File: config.mk
export PLATFORM = sky130hd
export DESIGN_NAME = fltsdm_top
export DESIGN_NICKNAME = d
export VERILOG_FILES = /design/src/verilog/fltsdm_pkg.sv /design/src/verilog/fltsdm_interp.sv /design/src/verilog/fltsdm_top.sv
export SDC_FILE = /design/constraint.sdc
export NUM_CORES = 1
export LEC_CHECK = 0
export BUFFER_PORTS_ARGS = -buffer_cell sky130_fd_sc_hd__buf_2
export CORE_MARGIN = 2
export CORE_UTILIZATION = 65
export DETAILED_ROUTE_END_ITERATION = 8
export GPL_TIMING_DRIVEN = 0
export PLACE_DENSITY_LB_ADDON = 0.08
export SLEW_MARGIN = 0
export SYNTH_ARGS = -nofsm -noshare
export SYNTH_HDL_FRONTEND = slang
export SYNTH_SLANG_ARGS = --single-unit
File: constraint.sdc
create_clock -name ref_clk -period 35.2 [get_ports ref_clk]
set_input_delay 7.04 -clock ref_clk [delete_from_list [all_inputs] [get_ports ref_clk]]
set_output_delay 7.04 -clock ref_clk [all_outputs]
set_load 0.05 [all_outputs]
File: src/verilog/fltsdm_pkg.sv
/*
  Constants and carrier types shared by the fast-lock, resync and
  sigma-delta interpolator logic.
  Assumes the whole block runs on the phase detector clock.
*/
`default_nettype none

package fltsdm_pkg;

  // ********************************************************************
  // Serial word layout
  // ********************************************************************
  localparam int          WORD_W      = 32;
  localparam int          ADDR_HI     = 2;
  localparam logic [2:0]  ADDR_FREQ   = 3'h0;
  localparam logic [2:0]  ADDR_FRACT  = 3'h1;
  localparam logic [2:0]  ADDR_SPUR   = 3'h2;
  localparam logic [2:0]  ADDR_MODE   = 3'h3;
  localparam int          FIELD_LO    = 3;
  localparam int          FIELD_HI    = 14;
  localparam int          INT_LO      = 15;
  localparam int          INT_HI      = 30;
  localparam int          PHASE_LO    = 15;
  localparam int          PHASE_HI    = 26;
  localparam int          MODE_LO     = 15;
  localparam int          MODE_HI     = 16;
  localparam int          DITHER_LO   = 29;
  localparam int          DITHER_HI   = 30;
  localparam logic [1:0]  DITHER_ON   = 2'h3;

  // ********************************************************************
  // Modes, scales, reset values
  // ********************************************************************
  localparam logic [1:0]  MODE_FAST   = 2'h1;
  localparam logic [1:0]  MODE_RESYNC = 2'h2;
  localparam logic [4:0]  CP_NORMAL   = 5'h01;
  localparam logic [4:0]  CP_FAST     = 5'h10;
  localparam logic [15:0] INT_RST     = 16'h0017;
  localparam logic [11:0] FRAC_RST    = 12'h000;
  localparam logic [11:0] PHASE_RST   = 12'h001;
  localparam logic [11:0] DENOM_RST   = 12'h002;
  localparam logic [1:0]  MODE_RST    = 2'h0;
  localparam logic [11:0] CDIV_RST    = 12'h001;
  localparam int          LFSR_W      = 21;
  localparam logic [20:0] LFSR_SEED   = 21'h000001;
  localparam int          LFSR_TAP_A  = 20;
  localparam int          LFSR_TAP_B  = 18;

  // ********************************************************************
  // Carrier types
  // ********************************************************************
  typedef struct packed {
    logic [15:0] int_value;
    logic [11:0] frac;
    logic [11:0] phase_word;
    logic [11:0] fraction_denominator;
    logic [1:0]  divider_mode_field;
    logic [11:0] divider_count_field;
    logic        dither;
  } fltsdm_cfg_type;

  typedef struct packed {
    logic        carry;
    logic [11:0] sum;
  } fltsdm_acc_type;

  typedef enum logic [2:0] {
    RS_IDLE  = 3'b001,
    RS_WAIT1 = 3'b010,
    RS_WAIT2 = 3'b100
  } fltsdm_rs_type;

endpackage : fltsdm_pkg

`default_nettype wire

File: src/verilog/fltsdm_interp.sv
/*
  Third-order MASH sigma-delta fractional interpolator.
  Assumes one advance per phase detector cycle and a fraction
  denominator from 2 up; load is a one-cycle pulse.
*/
`default_nettype none

module fltsdm_interp (
  input  wire logic        ref_clk,
  input  wire logic        rst_n,
  input  wire logic        load,
  input  wire logic [11:0] frac,
  input  wire logic [11:0] denom,
  input  wire logic [11:0] seed,
  input  wire logic        dither,
  output var  logic [3:0]  code
);

  typedef struct packed {
    logic [11:0] a1;
    logic [11:0] a2;
    logic [11:0] a3;
    logic        c2_z;
    logic        c3_z;
    logic        c3_zz;
    logic [20:0] lfsr;
    logic [3:0]  code;
  } fltsdm_stage_type;

  fltsdm_stage_type s_q;
  fltsdm_stage_type s_d;

  // Modulo add; inputs stay below denom so one subtract suffices
  function automatic fltsdm_pkg::fltsdm_acc_type acc_step(
    input logic [11:0] acc,
    input logic [12:0] add,
    input logic [11:0] m
  );
    fltsdm_pkg::fltsdm_acc_type r;
    logic [13:0] t;
    t = {2'h0, acc} + {1'b0, add};
    if (t >= {2'h0, m}) begin
      t = t - {2'h0, m};
      r.carry = 1'b1;
    end else begin
      r.carry = 1'b0;
    end
    r.sum = t[11:0];
    return r;
  endfunction : acc_step

  fltsdm_pkg::fltsdm_acc_type st1;
  fltsdm_pkg::fltsdm_acc_type st2;
  fltsdm_pkg::fltsdm_acc_type st3;
  logic [12:0]                in1;
  logic signed [4:0]          y;

  always_comb begin
    s_d = s_q;
    in1 = {1'b0, frac} + {12'h000, dither & s_q.lfsr[0]};
    st1 = acc_step(s_q.a1, in1, denom);
    st2 = acc_step(s_q.a2, {1'b0, st1.sum}, denom);
    st3 = acc_step(s_q.a3, {1'b0, st2.sum}, denom);
    y = $signed({4'h0, st1.carry})
      + $signed({4'h0, st2.carry}) - $signed({4'h0, s_q.c2_z})
      + $signed({4'h0, st3.carry}) - $signed({3'h0, s_q.c3_z, 1'b0})
      + $signed({4'h0, s_q.c3_zz});
    s_d.a1    = st1.sum;
    s_d.a2    = st2.sum;
    s_d.a3    = st3.sum;
    s_d.c2_z  = st2.carry;
    s_d.c3_z  = st3.carry;
    s_d.c3_zz = s_q.c3_z;
    s_d.code  = y[3:0];
    s_d.lfsr  = {s_q.lfsr[19:0],
                 s_q.lfsr[fltsdm_pkg::LFSR_TAP_A]
                 ^ s_q.lfsr[fltsdm_pkg::LFSR_TAP_B]};
    if (load) begin
      s_d.a1    = seed;
      s_d.a2    = 12'h000;
      s_d.a3    = 12'h000;
      s_d.c2_z  = 1'b0;
      s_d.c3_z  = 1'b0;
      s_d.c3_zz = 1'b0;
      s_d.lfsr  = fltsdm_pkg::LFSR_SEED;
    end
  end

  always_ff @(posedge ref_clk or negedge rst_n) begin
    if (!rst_n) begin
      s_q <= '0;
      s_q.lfsr <= fltsdm_pkg::LFSR_SEED;
    end else begin
      s_q <= s_d;
    end
  end

  assign code = s_q.code;

endmodule : fltsdm_interp

`default_nettype wire

File: src/verilog/fltsdm_top.sv
/*
  Phase-detector-clocked control of a fractional-N synthesizer:
  3-wire word capture, fast-lock timer, resync timer and interpolator.
  Assumes ref_clk is the phase detector clock and that the serial
  pins are slow against it, so they are synchronised and edge sampled.
*/
// Summary of operation
// - Mode 0,1 enables fast-lock, loads timer
// - Wide bandwidth lasts divider count cycles
// - Charge pump sixteen times during fast-lock
// - Switch pin grounded during wide bandwidth
// - Third-order interpolator, denominator 2 to 4095
// - Interpolator advances once per reference cycle
// - Undithered repeat set by denominator factors
// - Dither stretches repeat to 2^21 cycles
// - Undithered interpolator seeded by phase word
// - Mode 1,0 enables resync sync timer
// - Sync every count times denominator cycles
// - Resync denominator from fraction register
// - Realign on second sync after load
// - Phase word sets output phase offset
// - Shift 32 bits, latch on load_enable
`default_nettype none

module fltsdm_top (
  input  wire logic        ref_clk,
  input  wire logic        rst_n,
  input  wire logic        ser_clk,
  input  wire logic        ser_data,
  input  wire logic        load_enable,
  output var  logic        fast_lock_switch_pin,
  output var  logic        fast_lock_active,
  output var  logic [4:0]  cp_current_scale,
  output var  logic        sync_pulse,
  output var  logic        phase_realign,
  output var  logic [15:0] int_value,
  output var  logic [11:0] phase_offset,
  output var  logic [3:0]  interp_code
);

  // ********************************************************************
  // State
  // ********************************************************************
  typedef struct packed {
    logic [1:0]                 sclk_s;
    logic [1:0]                 data_s;
    logic [1:0]                 ld_s;
    logic                       sclk_d;
    logic                       ld_d;
    logic [31:0]                shift;
    fltsdm_pkg::fltsdm_cfg_type cfg;
    logic                       freq_load;
    logic [11:0]                fl_cnt;
    logic                       fl_act;
    logic                       fl_gnd;
    logic [4:0]                 cp_scale;
    logic [23:0]                rs_cnt;
    logic                       sync;
    fltsdm_pkg::fltsdm_rs_type  rs_st;
    logic                       realign;
  } fltsdm_top_type;

  fltsdm_top_type s_q;
  fltsdm_top_type s_d;

  logic        ld_rise;
  logic [2:0]  addr;
  logic [23:0] rs_period;
  logic        rs_on;

  always_comb begin
    s_d = s_q;
    // Second stage feeds the edge logic and the shift data
    s_d.sclk_s = {s_q.sclk_s[0], ser_clk};
    s_d.data_s = {s_q.data_s[0], ser_data};
    s_d.ld_s   = {s_q.ld_s[0], load_enable};
    s_d.sclk_d = s_q.sclk_s[1];
    s_d.ld_d   = s_q.ld_s[1];
    s_d.freq_load = 1'b0;
    s_d.sync      = 1'b0;
    s_d.realign   = 1'b0;
    ld_rise = s_q.ld_s[1] & ~s_q.ld_d;
    addr    = s_q.shift[fltsdm_pkg::ADDR_HI:0];

    // ******************************************************************
    // Serial capture
    // ******************************************************************
    // Shift on rising serial clock
    if (s_q.sclk_s[1] && !s_q.sclk_d) begin
      s_d.shift = {s_q.shift[30:0], s_q.data_s[1]};
    end
    if (ld_rise) begin
      case (addr)
        fltsdm_pkg::ADDR_FREQ: begin
          s_d.cfg.int_value =
            s_q.shift[fltsdm_pkg::INT_HI:fltsdm_pkg::INT_LO];
          s_d.cfg.frac =
            s_q.shift[fltsdm_pkg::FIELD_HI:fltsdm_pkg::FIELD_LO];
          s_d.freq_load = 1'b1;
        end
        fltsdm_pkg::ADDR_FRACT: begin
          s_d.cfg.fraction_denominator =
            s_q.shift[fltsdm_pkg::FIELD_HI:fltsdm_pkg::FIELD_LO];
          s_d.cfg.phase_word =
            s_q.shift[fltsdm_pkg::PHASE_HI:fltsdm_pkg::PHASE_LO];
        end
        fltsdm_pkg::ADDR_SPUR: begin
          s_d.cfg.dither =
            (s_q.shift[fltsdm_pkg::DITHER_HI:fltsdm_pkg::DITHER_LO]
             == fltsdm_pkg::DITHER_ON);
        end
        fltsdm_pkg::ADDR_MODE: begin
          s_d.cfg.divider_mode_field =
            s_q.shift[fltsdm_pkg::MODE_HI:fltsdm_pkg::MODE_LO];
          s_d.cfg.divider_count_field =
            s_q.shift[fltsdm_pkg::FIELD_HI:fltsdm_pkg::FIELD_LO];
        end
        default: begin
          // Other latches belong to the analog side
        end
      endcase
    end

    // ******************************************************************
    // Fast-lock timer
    // ******************************************************************
    // Count down once per reference cycle
    if (s_q.fl_act) begin
      if (s_q.fl_cnt <= 12'h001) begin
        s_d.fl_act = 1'b0;
        s_d.fl_cnt = 12'h000;
      end else begin
        s_d.fl_cnt = s_q.fl_cnt - 12'h001;
      end
    end
    if (s_q.freq_load
        && s_q.cfg.divider_mode_field == fltsdm_pkg::MODE_FAST
        && s_q.cfg.divider_count_field != 12'h000) begin
      s_d.fl_act = 1'b1;
      s_d.fl_cnt = s_q.cfg.divider_count_field;
    end
    // Leaving fast-lock mode drops wide bandwidth at once
    if (s_q.cfg.divider_mode_field != fltsdm_pkg::MODE_FAST) begin
      s_d.fl_act = 1'b0;
    end
    s_d.fl_gnd = s_d.fl_act;
    s_d.cp_scale = s_d.fl_act ? fltsdm_pkg::CP_FAST
                              : fltsdm_pkg::CP_NORMAL;

    // ******************************************************************
    // Resync timer
    // ******************************************************************
    // Period is count times denominator
    rs_period = 24'(s_q.cfg.divider_count_field
                    * s_q.cfg.fraction_denominator);
    rs_on = (s_q.cfg.divider_mode_field == fltsdm_pkg::MODE_RESYNC)
            && (rs_period != 24'h000000);
    if (!rs_on) begin
      s_d.rs_cnt = 24'h000000;
      s_d.rs_st  = fltsdm_pkg::RS_IDLE;
    end else begin
      if (s_q.rs_cnt >= rs_period - 24'h000001) begin
        s_d.rs_cnt = 24'h000000;
        s_d.sync   = 1'b1;
      end else begin
        s_d.rs_cnt = s_q.rs_cnt + 24'h000001;
      end
      case (s_q.rs_st)
        fltsdm_pkg::RS_IDLE: begin
          if (s_q.freq_load) begin
            s_d.rs_st = fltsdm_pkg::RS_WAIT1;
          end
        end
        fltsdm_pkg::RS_WAIT1: begin
          if (s_q.sync) begin
            s_d.rs_st = fltsdm_pkg::RS_WAIT2;
          end
        end
        fltsdm_pkg::RS_WAIT2: begin
          if (s_q.sync) begin
            s_d.realign = 1'b1;
            s_d.rs_st   = fltsdm_pkg::RS_IDLE;
          end
        end
        default: begin
          s_d.rs_st = fltsdm_pkg::RS_IDLE;
        end
      endcase
      // A newer load restarts the two-pulse wait
      if (s_q.freq_load) begin
        s_d.rs_st = fltsdm_pkg::RS_WAIT1;
      end
    end
  end

  always_ff @(posedge ref_clk or negedge rst_n) begin
    if (!rst_n) begin
      s_q <= '0;
      s_q.cfg.int_value            <= fltsdm_pkg::INT_RST;
      s_q.cfg.frac                 <= fltsdm_pkg::FRAC_RST;
      s_q.cfg.phase_word           <= fltsdm_pkg::PHASE_RST;
      s_q.cfg.fraction_denominator <= fltsdm_pkg::DENOM_RST;
      s_q.cfg.divider_mode_field   <= fltsdm_pkg::MODE_RST;
      s_q.cfg.divider_count_field  <= fltsdm_pkg::CDIV_RST;
      s_q.cp_scale                 <= fltsdm_pkg::CP_NORMAL;
      s_q.rs_st                    <= fltsdm_pkg::RS_IDLE;
    end else begin
      s_q <= s_d;
    end
  end

  // ********************************************************************
  // Interpolator
  // ********************************************************************
  // Undithered repeat follows denominator
  // Seed taken at each frequency load
  fltsdm_interp u_interp (
    .ref_clk (ref_clk),
    .rst_n   (rst_n),
    .load    (s_q.freq_load),
    .frac    (s_q.cfg.frac),
    .denom   (s_q.cfg.fraction_denominator),
    .seed    (s_q.cfg.phase_word),
    .dither  (s_q.cfg.dither),
    .code    (interp_code)
  );

  assign fast_lock_switch_pin = s_q.fl_gnd;
  assign fast_lock_active     = s_q.fl_act;
  assign cp_current_scale     = s_q.cp_scale;
  assign sync_pulse           = s_q.sync;
  assign phase_realign        = s_q.realign;
  assign int_value            = s_q.cfg.int_value;
  assign phase_offset         = s_q.cfg.phase_word;

endmodule : fltsdm_top

`default_nettype wire

==> results of run 1 <==
metrics by stage:
| step | worst slack, ns | utilization (%) | hold slack (ns) | cell area (um^2) |
|---|---|---|---|---|
| floorplan | 23.31 | - | 0.331 | 18000 |
| detailed placement | 21.15 | 69.1 | 0.341 | 18700 |
| CTS | 21.05 | 72.1 | 0.356 | 19500 |
| finish | 20.94 | 72.1 | 0.353 | 19500 |
| global route | 20.02 | 72.1 | 0.362 | 19500 |
| global placement | 21.22 | 68.9 | 0.334 | 18600 |
worst max-delay path, delay by kind of cell, from the launching register on:
kind / cells / cell delay, ns
XOR/XNOR: 3 / 0.47
multiplexers: 1 / 0.30
AO/OA/AOI/OAI: 22 / 6.09
adder cells (fa/ha/maj): 11 / 3.58
buffers and inverters: 8 / 1.91
AND/OR/NAND/NOR: 10 / 1.39
flip-flops: 1 / 0.41
final cells by class:
cell class	count	area, um^2
Multi-Input combinational cell	1330	11400
Fill cell	2081	7540
Inverter	185	694
Clock buffer	30	632
Sequential cell	214	5370
Tap cell	341	427
Clock inverter	12	185
Buffer	101	551
Timing Repair Buffer	43	248
cell families (layout without fill, tap and decap cells):
kind of cell	Yosys count	in the layout	share of synthesized area, %
compound gates	261	261	9.40
xor+xnor	109	109	5.31
fa+ha+maj	276	276	23.7
buf+inv	286	371	6.92
flops	214	214	29.8
mux	143	143	8.85
other cells	1	3	0.0208
simple gates	538	538	15.9
state kept, by name, summed over array words and instances (netlist names):
| register | flops |
|---|---|
| cp_current_scale | 2 |
| sync_pulse | 1 |
| u_interp.s_q | 60 |
| addr | 3 |
| u_interp.code | 4 |
| phase_realign | 1 |
| phase_offset | 12 |
| s_d | 5 |
| s_q | 110 |
| int_value | 16 |
cells in the mapped netlist, types with 11 or more instances:
| master | instances |
|---|---|
| ha_1 | 167 |
| and3_1 | 16 |
| a211oi_1 | 12 |
| nand3_1 | 32 |
| fa_1 | 109 |
| mux2_2 | 129 |
| a31oi_1 | 11 |
| o21a_1 | 11 |
| xor2_1 | 40 |
| clkbuf_1 | 51 |
| nor3_1 | 58 |
| a21o_1 | 33 |
| and2_1 | 137 |
| dfrtp_1 | 204 |
| nor2b_1 | 51 |
| nor2_1 | 99 |
| nand4_1 | 18 |
| mux2i_1 | 14 |
| nor4_1 | 11 |
| xnor2_1 | 69 |
| nand2_1 | 77 |
| a21oi_1 | 65 |
| buf_4 | 38 |
| inv_1 | 185 |
| o21bai_1 | 11 |
| o21ai_0 | 60 |
worst paths after layout:
check	startpoint	end	slack, ns	cells past startpoint
worst max-delay path	s_q[89]	u_interp.code[2]	20.94	55
worst min-delay path	s_d[155]	s_d[149]	0.35	0
worst max register to register	s_q[89]	u_interp.code[2]	20.94	55
worst min register to register	s_d[155]	s_d[149]	0.35	0
max in group asynchronous	rst_n	u_interp.s_q[26]	27.62	2
min in group asynchronous	rst_n	s_q[10]	6.53	1
layer usage:
| metal | up-vias | global-route usage [%] |
|---|---|---|
| met3 | 100 | 3.56 |
| met2 | 287 | 50.8 |
| met1 | 6490 | 35.5 |
| met4 | 0 | 9.18 |
| met5 | - | 0 |
| li1 | 6289 | - |
==> metrics, run 1 <==
CP arrival=14.68 ns; Netlist cell types=73; status=completed; CP Data Required Time=35.62 ns; Hold-fix buffers, CTS=0; first-pass GRT wire length=66200 um; Slew Limit Fails=0; Num CTS Buffers=23; Die H=170 um; top sig layer=met4; layout cell share with drive strength beyond 1=14.8%; most frequent cells in the layout=dfrtp_1 (204), inv_1 (185), ha_1 (167), and2_1 (137), mux2_2 (129); Synthesis Warnings=0; sequential share of the synthesized area=29.8%; period utilisation layout=40.5%; clk_lat worst skew=0.52 ns; WS Path Type=flip-flop to flip-flop; critical path launch point type=flip-flop; met2 wire length=20100 um; Via density=5.84; Slew headroom=43.0%; GP Congestion=0.865; Synth Register Bits=214; Post-CTS Setup Inserts=0; final number of setup-violating endpoints=0; HP Class=flip-flop to flip-flop; Buffers on Ports=42; initial cell density of the core=66.6%; area share of the largest cell type after synthesis=28.4%; setup TNS=0 ns; Hold Vio Cnt, Final=0; minimum clock period=14.26 ns; synth top area cells=dfrtp_1 (28%), fa_1 (12%), ha_1 (12%); # diodes=0; CORE AREA=27000 um^2; CP max stage delay=0.67 ns; async set-reset flop share out of synthesis=100%; H-tree levels=1; Worst-path clk slew=0.06 ns; grt total ovfl=0; Fin Clk Skew=0.0126 ns; area leader, netlist=dfrtp_1; crit-path most repeated cell=ha_1; commonest non-fill, non-tap cell in the layout=dfrtp_1; gr usage total=28.3%; Syn Area/Cell=9.84 um^2; Syn Inst Count=1828; unrepaired setup endpoints after global routing=no; worst-path maximum fanout=10; routed len/inst=17.7 um; routed vias=13166; PostCTS Resize Cnt=0; die width=170 um; Max Cap Viol=0; detailed placement HPWL=30400 um; Layout Area Growth over Synthesis=8.33%; TritonCTS clock tree=built; vias in the first global route=13592; CTS Sinks=214; met3 wire len=1620 um; M1 wire length=16900 um; cell row count=60; Die Area=29000 um^2; Root Driver=clkbuf_16; Worst Tran Pin Value=0.850 ns; nets=2179; fmax=0.0701 GHz; initial antenna violation count=0; Main synth FF type=dfrtp_1; DR DRC count=0; slowest CP cell=o21ai_1; Post-synth EDFFs=0; Non-Filler Instances=2256; largest net degree at the start of global routing=120; DRT Wirelength=39900 um; placed insts=2214; synthesized area=18000 um^2; Crit. End Element=flip-flop; 1st-iter DRT viols=775; clock buffer depth=3; num ports=46; First-pass DRT Iterations=5; Post-DRT Antenna Nets=0
Power of run 1 is not shown: default switching activity piles up to over one toggle a cycle in this logic, so the estimate is an artifact.
==> run 2: changes to the inputs <==
Settings changed: CORE_UTILIZATION 65 to 58.
Clock period 35.2 ns to 12.96 ns, I/O delays scaled along.
==> metrics, run 2 (same netlist as run 1, synthesis figures left out) <==
status=completed; 1st-iter DRT viols=729; met2 Usage GRT=42.8%; detailed placement HPWL=30100 um; Post-DRT Antenna Nets=0; CP bufs+invs=9; GP Congestion=0.850; cell row count=64; Worst Tran Pin Value=0.822 ns; M1 GR Usage=32.7%; Via density=5.64; CP arrival=12.52 ns; Layout Area Growth over Synthesis=9.37%; CP max stage delay=0.50 ns; clock buffer depth=3; Max Cap Viol=0; Fin Clk Skew=0.0230 ns; H-tree levels=1; CORE AREA=30600 um^2; initial antenna violation count=0; DR DRC count=0; nets=2185; end of the critical path=u_interp.code[2]; Layout Cell Area excl Fill=19700 um^2; commonest non-fill, non-tap cell in the layout=dfrtp_1; Slew headroom=45.2%; period utilisation layout=93.3%; r2r endpoint=u_interp.code[2]; routed vias=13090; CP Data Required Time=13.38 ns; Die Area=32400 um^2; Top Registers=s_q (110), u_interp.s_q (60), int_value (16); HP Start=s_d[151]; TritonCTS clock tree=built; Biggest register=s_q; R2R Setup Slk=0.86 ns; fmax=0.0827 GHz; Die H=180 um; CP Launch Point=s_q[49]; critical path depth in cells=58; clk_lat worst skew=0.54 ns; minimum clock period=12.10 ns; CP top delay family=compound AO/OA/AOI/OAI gates; die width=180 um; num ports=46; grt total ovfl=0; HP Class=flip-flop to flip-flop; layout cell share with drive strength beyond 1=15.9%; gr usage total=24.4%; setup TNS=0 ns; largest net degree at the start of global routing=114; Place WS=-1.42 ns; Hold Vio Cnt, Final=0; critical path launch point type=flip-flop; most frequent cells in the layout=dfrtp_1 (204), inv_1 (185), ha_1 (167), and2_1 (137), mux2_2 (129); crit-path most repeated cell=ha_1; Buffers on Ports=42; WS Path Type=flip-flop to flip-flop; slowest CP cell=fa_1; PnR worst setup slack=0.865 ns; Most Used Layer, Global Route=met2; final number of setup-violating endpoints=0; CTS Sinks=214; worst r2r src=s_q[49]; vias in the first global route=13136; initial cell density of the core=58.8%; DP Area=18700 um^2; Slew Limit Fails=0; Crit. End Element=flip-flop; Worst-path clk slew=0.06 ns; DRT Wirelength=39400 um; worst r2r path cells=58; max reg flops=110; first-pass GRT wire length=65400 um; GR Layer Usage met3=2.38%; worst-path maximum fanout=10; Num CTS Buffers=25; First-pass DRT Iterations=5; routed len/inst=17.0 um; # diodes=0; Root Driver=clkbuf_16
## run 2: cell types whose count changed in the layout (fill, tap and decap cells not counted), moves of 2 or more
cell       before  now
o21ai_2         0    2
clkbuf_16      23   25
a21oi_1        65   62
a21oi_2         0    3
inv_6           0    2
buf_4          38   44
nor3_1         58   55
nor3_2          0    3
clkinv_4        0    2
bufinv_16       4    1
## run 2: final cells by class
| class | instances | area [um^2] |
|---|---|---|
| plain buffers | 101 | 559 |
| clock buffers | 34 | 699 |
| clock inverters | 12 | 129 |
| fillers | 2552 | 10900 |
| inverters | 185 | 694 |
| multi-input cells | 1330 | 11500 |
| flip-flops and latches | 214 | 5370 |
| well taps | 396 | 495 |
| repair buffers | 47 | 278 |
## run 2: what timing repair did
| action | in CTS | in global routing |
|---|---|---|
| setup endpoints to repair | 13 | 14 |
| hold buffers | 0 | 0 |
| resized for setup | 8 | 16 |
| buffers inserted | 2 | 2 |
| pin swaps | 1 | 3 |
## run 2: metal layers
metal	up-vias	share of wire, %
met4	0	2.5
met3	63	3.6
met2	263	49
li1	6305	-
met1	6459	44
met5	-	0
## run 2: per-stage QoR
step	std cells	hold slack (ns)	utilization, %
floorplan	1830	0.331	-
global placement	2268	0.332	61.1
detailed placement	2269	0.337	61.3
CTS	2317	0.358	64.1
global route	2319	0.367	64.3
finish	2319	0.357	64.3
## run 2: how the worst min path moves through the flow
stage          endpoint  slack [ns]  cells after the start
4_1_cts        s_q[153]        0.36                      0
3_3_place_gp   s_d[148]        0.33                      0
5_1_grt        s_d[148]        0.37                      0
3_5_place_dp   s_d[148]        0.34                      0
2_1_floorplan  s_d[148]        0.33                      0
6_report       s_d[148]        0.36                      0
Power of run 2 is left out for the same reason.
==> run 3: changes to the inputs <==
--- a/config.mk
+++ b/config.mk
@@ -9,4 +9,5 @@
 export CORE_MARGIN = 2
-export CORE_UTILIZATION = 58
+export CORE_UTILIZATION = 65
 export DETAILED_ROUTE_END_ITERATION = 8
+export GPL_ROUTABILITY_DRIVEN = 0
 export GPL_TIMING_DRIVEN = 0
==> constraint.sdc (replaced) <==
create_clock -name ref_clk -period 13.2 [get_ports ref_clk]
set_input_delay 2.64 -clock ref_clk [delete_from_list [all_inputs] [get_ports ref_clk]]
set_output_delay 2.64 -clock ref_clk [all_outputs]
set_load 0.1 [all_outputs]
==> metrics, run 3 (same netlist as run 1, synthesis figures left out) <==
First-pass DRT Iterations=5; Via density=5.85; max reg flops=110; Root Driver=clkbuf_16; Place WS=-0.854 ns; period utilisation layout=94.2%; 1st-iter DRT viols=794; Fill cells=2074; cell row count=60; CP arrival=12.85 ns; final number of setup-violating endpoints=0; gr usage total=28.3%; Die Area=29000 um^2; num ports=46; Max Cap Viol=0; clock buffer depth=3; CTS Sinks=214; first-pass GRT wire length=66200 um; unrepaired setup endpoints after global routing=no; end of the critical path=u_interp.code[2]; Worst-path clk slew=0.06 ns; H-tree levels=1; TritonCTS clock tree=built; status=completed; setup TNS=0 ns; Hold Vio Cnt, Final=0; Num CTS Buffers=23; largest net degree at the start of global routing=120; R2R Setup Slk=0.77 ns; initial cell density of the core=66.6%; routed vias=13215; worst r2r src=s_q[49]; clk_lat worst skew=0.53 ns; final core area utilization=72.5%; initial antenna violation count=0; worst-path maximum fanout=10; Die H=170 um; r2r endpoint=u_interp.code[2]; Worst Tran Pin Value=0.816 ns; Post-DRT Antenna Nets=0; Fin Clk Skew=0.0151 ns; detailed placement HPWL=30400 um; vias in the first global route=13600; grt total ovfl=0; CORE AREA=27000 um^2; commonest non-fill, non-tap cell in the layout=dfrtp_1; Crit. End Element=flip-flop; worst r2r path cells=58; Slew headroom=45.6%; slowest CP cell=fa_1; most frequent cells in the layout=dfrtp_1 (204), inv_1 (185), ha_1 (167), and2_1 (137), mux2_2 (129); nets=2183; Layout Cell Area excl Fill=19600 um^2; die width=170 um; routed len/inst=17.7 um; CP Launch Point=s_q[49]; DR DRC count=0; Layout Area Growth over Synthesis=8.85%; layout cell share with drive strength beyond 1=15.5%; CP max stage delay=0.50 ns; critical path launch point type=flip-flop; Buffers on Ports=42; DRT Wirelength=39900 um; # diodes=0; WS Path Type=flip-flop to flip-flop; HP Class=flip-flop to flip-flop; fmax=0.0804 GHz; CP Data Required Time=13.62 ns; DP Area=18700 um^2; Slew Limit Fails=0; Top Registers=s_q (110), u_interp.s_q (60), int_value (16); crit-path most repeated cell=ha_1; Biggest register=s_q; minimum clock period=12.43 ns; PnR worst setup slack=0.770 ns
==> run 3: cell count changes in the layout (fill, tap and decap cells not counted), sizes merged <==
cell / previous run / this run
clkinvlp: 3 / 4
clkbuf: 83 / 79
bufinv: 1 / 4
clkinv: 4 / 3
inv: 189 / 186
==> run 3: worst max-delay path, delay by kind of cell, from the launching register on <==
kind	cells	cell delay [ns]
AO/OA/AOI/OAI	26	5.62
buffers and inverters	8	0.94
XOR/XNOR	3	0.55
multiplexers	1	0.20
flip-flops	1	0.38
adder cells (fa/ha/maj)	12	3.59
AND/OR/NAND/NOR	8	1.00
==> run 3: final cells by class <==
cell class / instances / area [um^2] / share of cell area (%)
Multi-Input combinational cell: 1330 / 11400 / 58.4
Sequential cell: 214 / 5370 / 27.4
Inverter: 185 / 694 / 3.55
Clock buffer: 30 / 632 / 3.23
Buffer: 101 / 563 / 2.88
Tap cell: 341 / 427 / 2.18
Timing Repair Buffer: 47 / 278 / 1.42
Clock inverter: 12 / 185 / 0.946
==> run 3: metal layers <==
| layer | vias up | wire (um) | track usage, % | share of wire, % |
|---|---|---|---|---|
| li1 | 6305 | - | - | - |
| met1 | 6549 | 16800 | 35.6 | 42 |
| met2 | 270 | 20300 | 50.9 | 51 |
| met3 | 91 | 1710 | 3.56 | 4.3 |
| met4 | 0 | 1190 | 9.18 | 3.0 |
| met5 | - | 0 | 0 | 0 |
==> run 3: worst min path at each step <==
stage               end  slack (ns)  depth (start not counted)  startpoint
2_1_floorplan  s_d[148]        0.33                          0    s_d[151]
3_3_place_gp   s_d[149]        0.33                          0    s_d[155]
3_5_place_dp   s_d[149]        0.34                          0    s_d[155]
4_1_cts        s_d[149]        0.36                          0    s_d[155]
5_1_grt        s_d[149]        0.36                          0    s_d[155]
6_report       s_d[149]        0.35                          0    s_d[155]
==> run 3: metrics by stage <==
stage | instances | hold WS, ns
after floorplan | 1830 | 0.331
after global placement | 2213 | 0.334
after detailed placement | 2214 | 0.341
after CTS | 2256 | 0.356
after global routing | 2260 | 0.362
final | 2260 | 0.353
==> run 3: repair_timing <==
item                                    4_1_cts  5_1_grt
hold buffers                                  0        0
resized for setup                             6       15
endpoints found under the setup margin        4        4
hold endpoints to repair                      0        0
pin swaps                                     0        3
buffers inserted                              0        4
gates cloned                                  0        0
Power of run 3 is left out for the same reason.
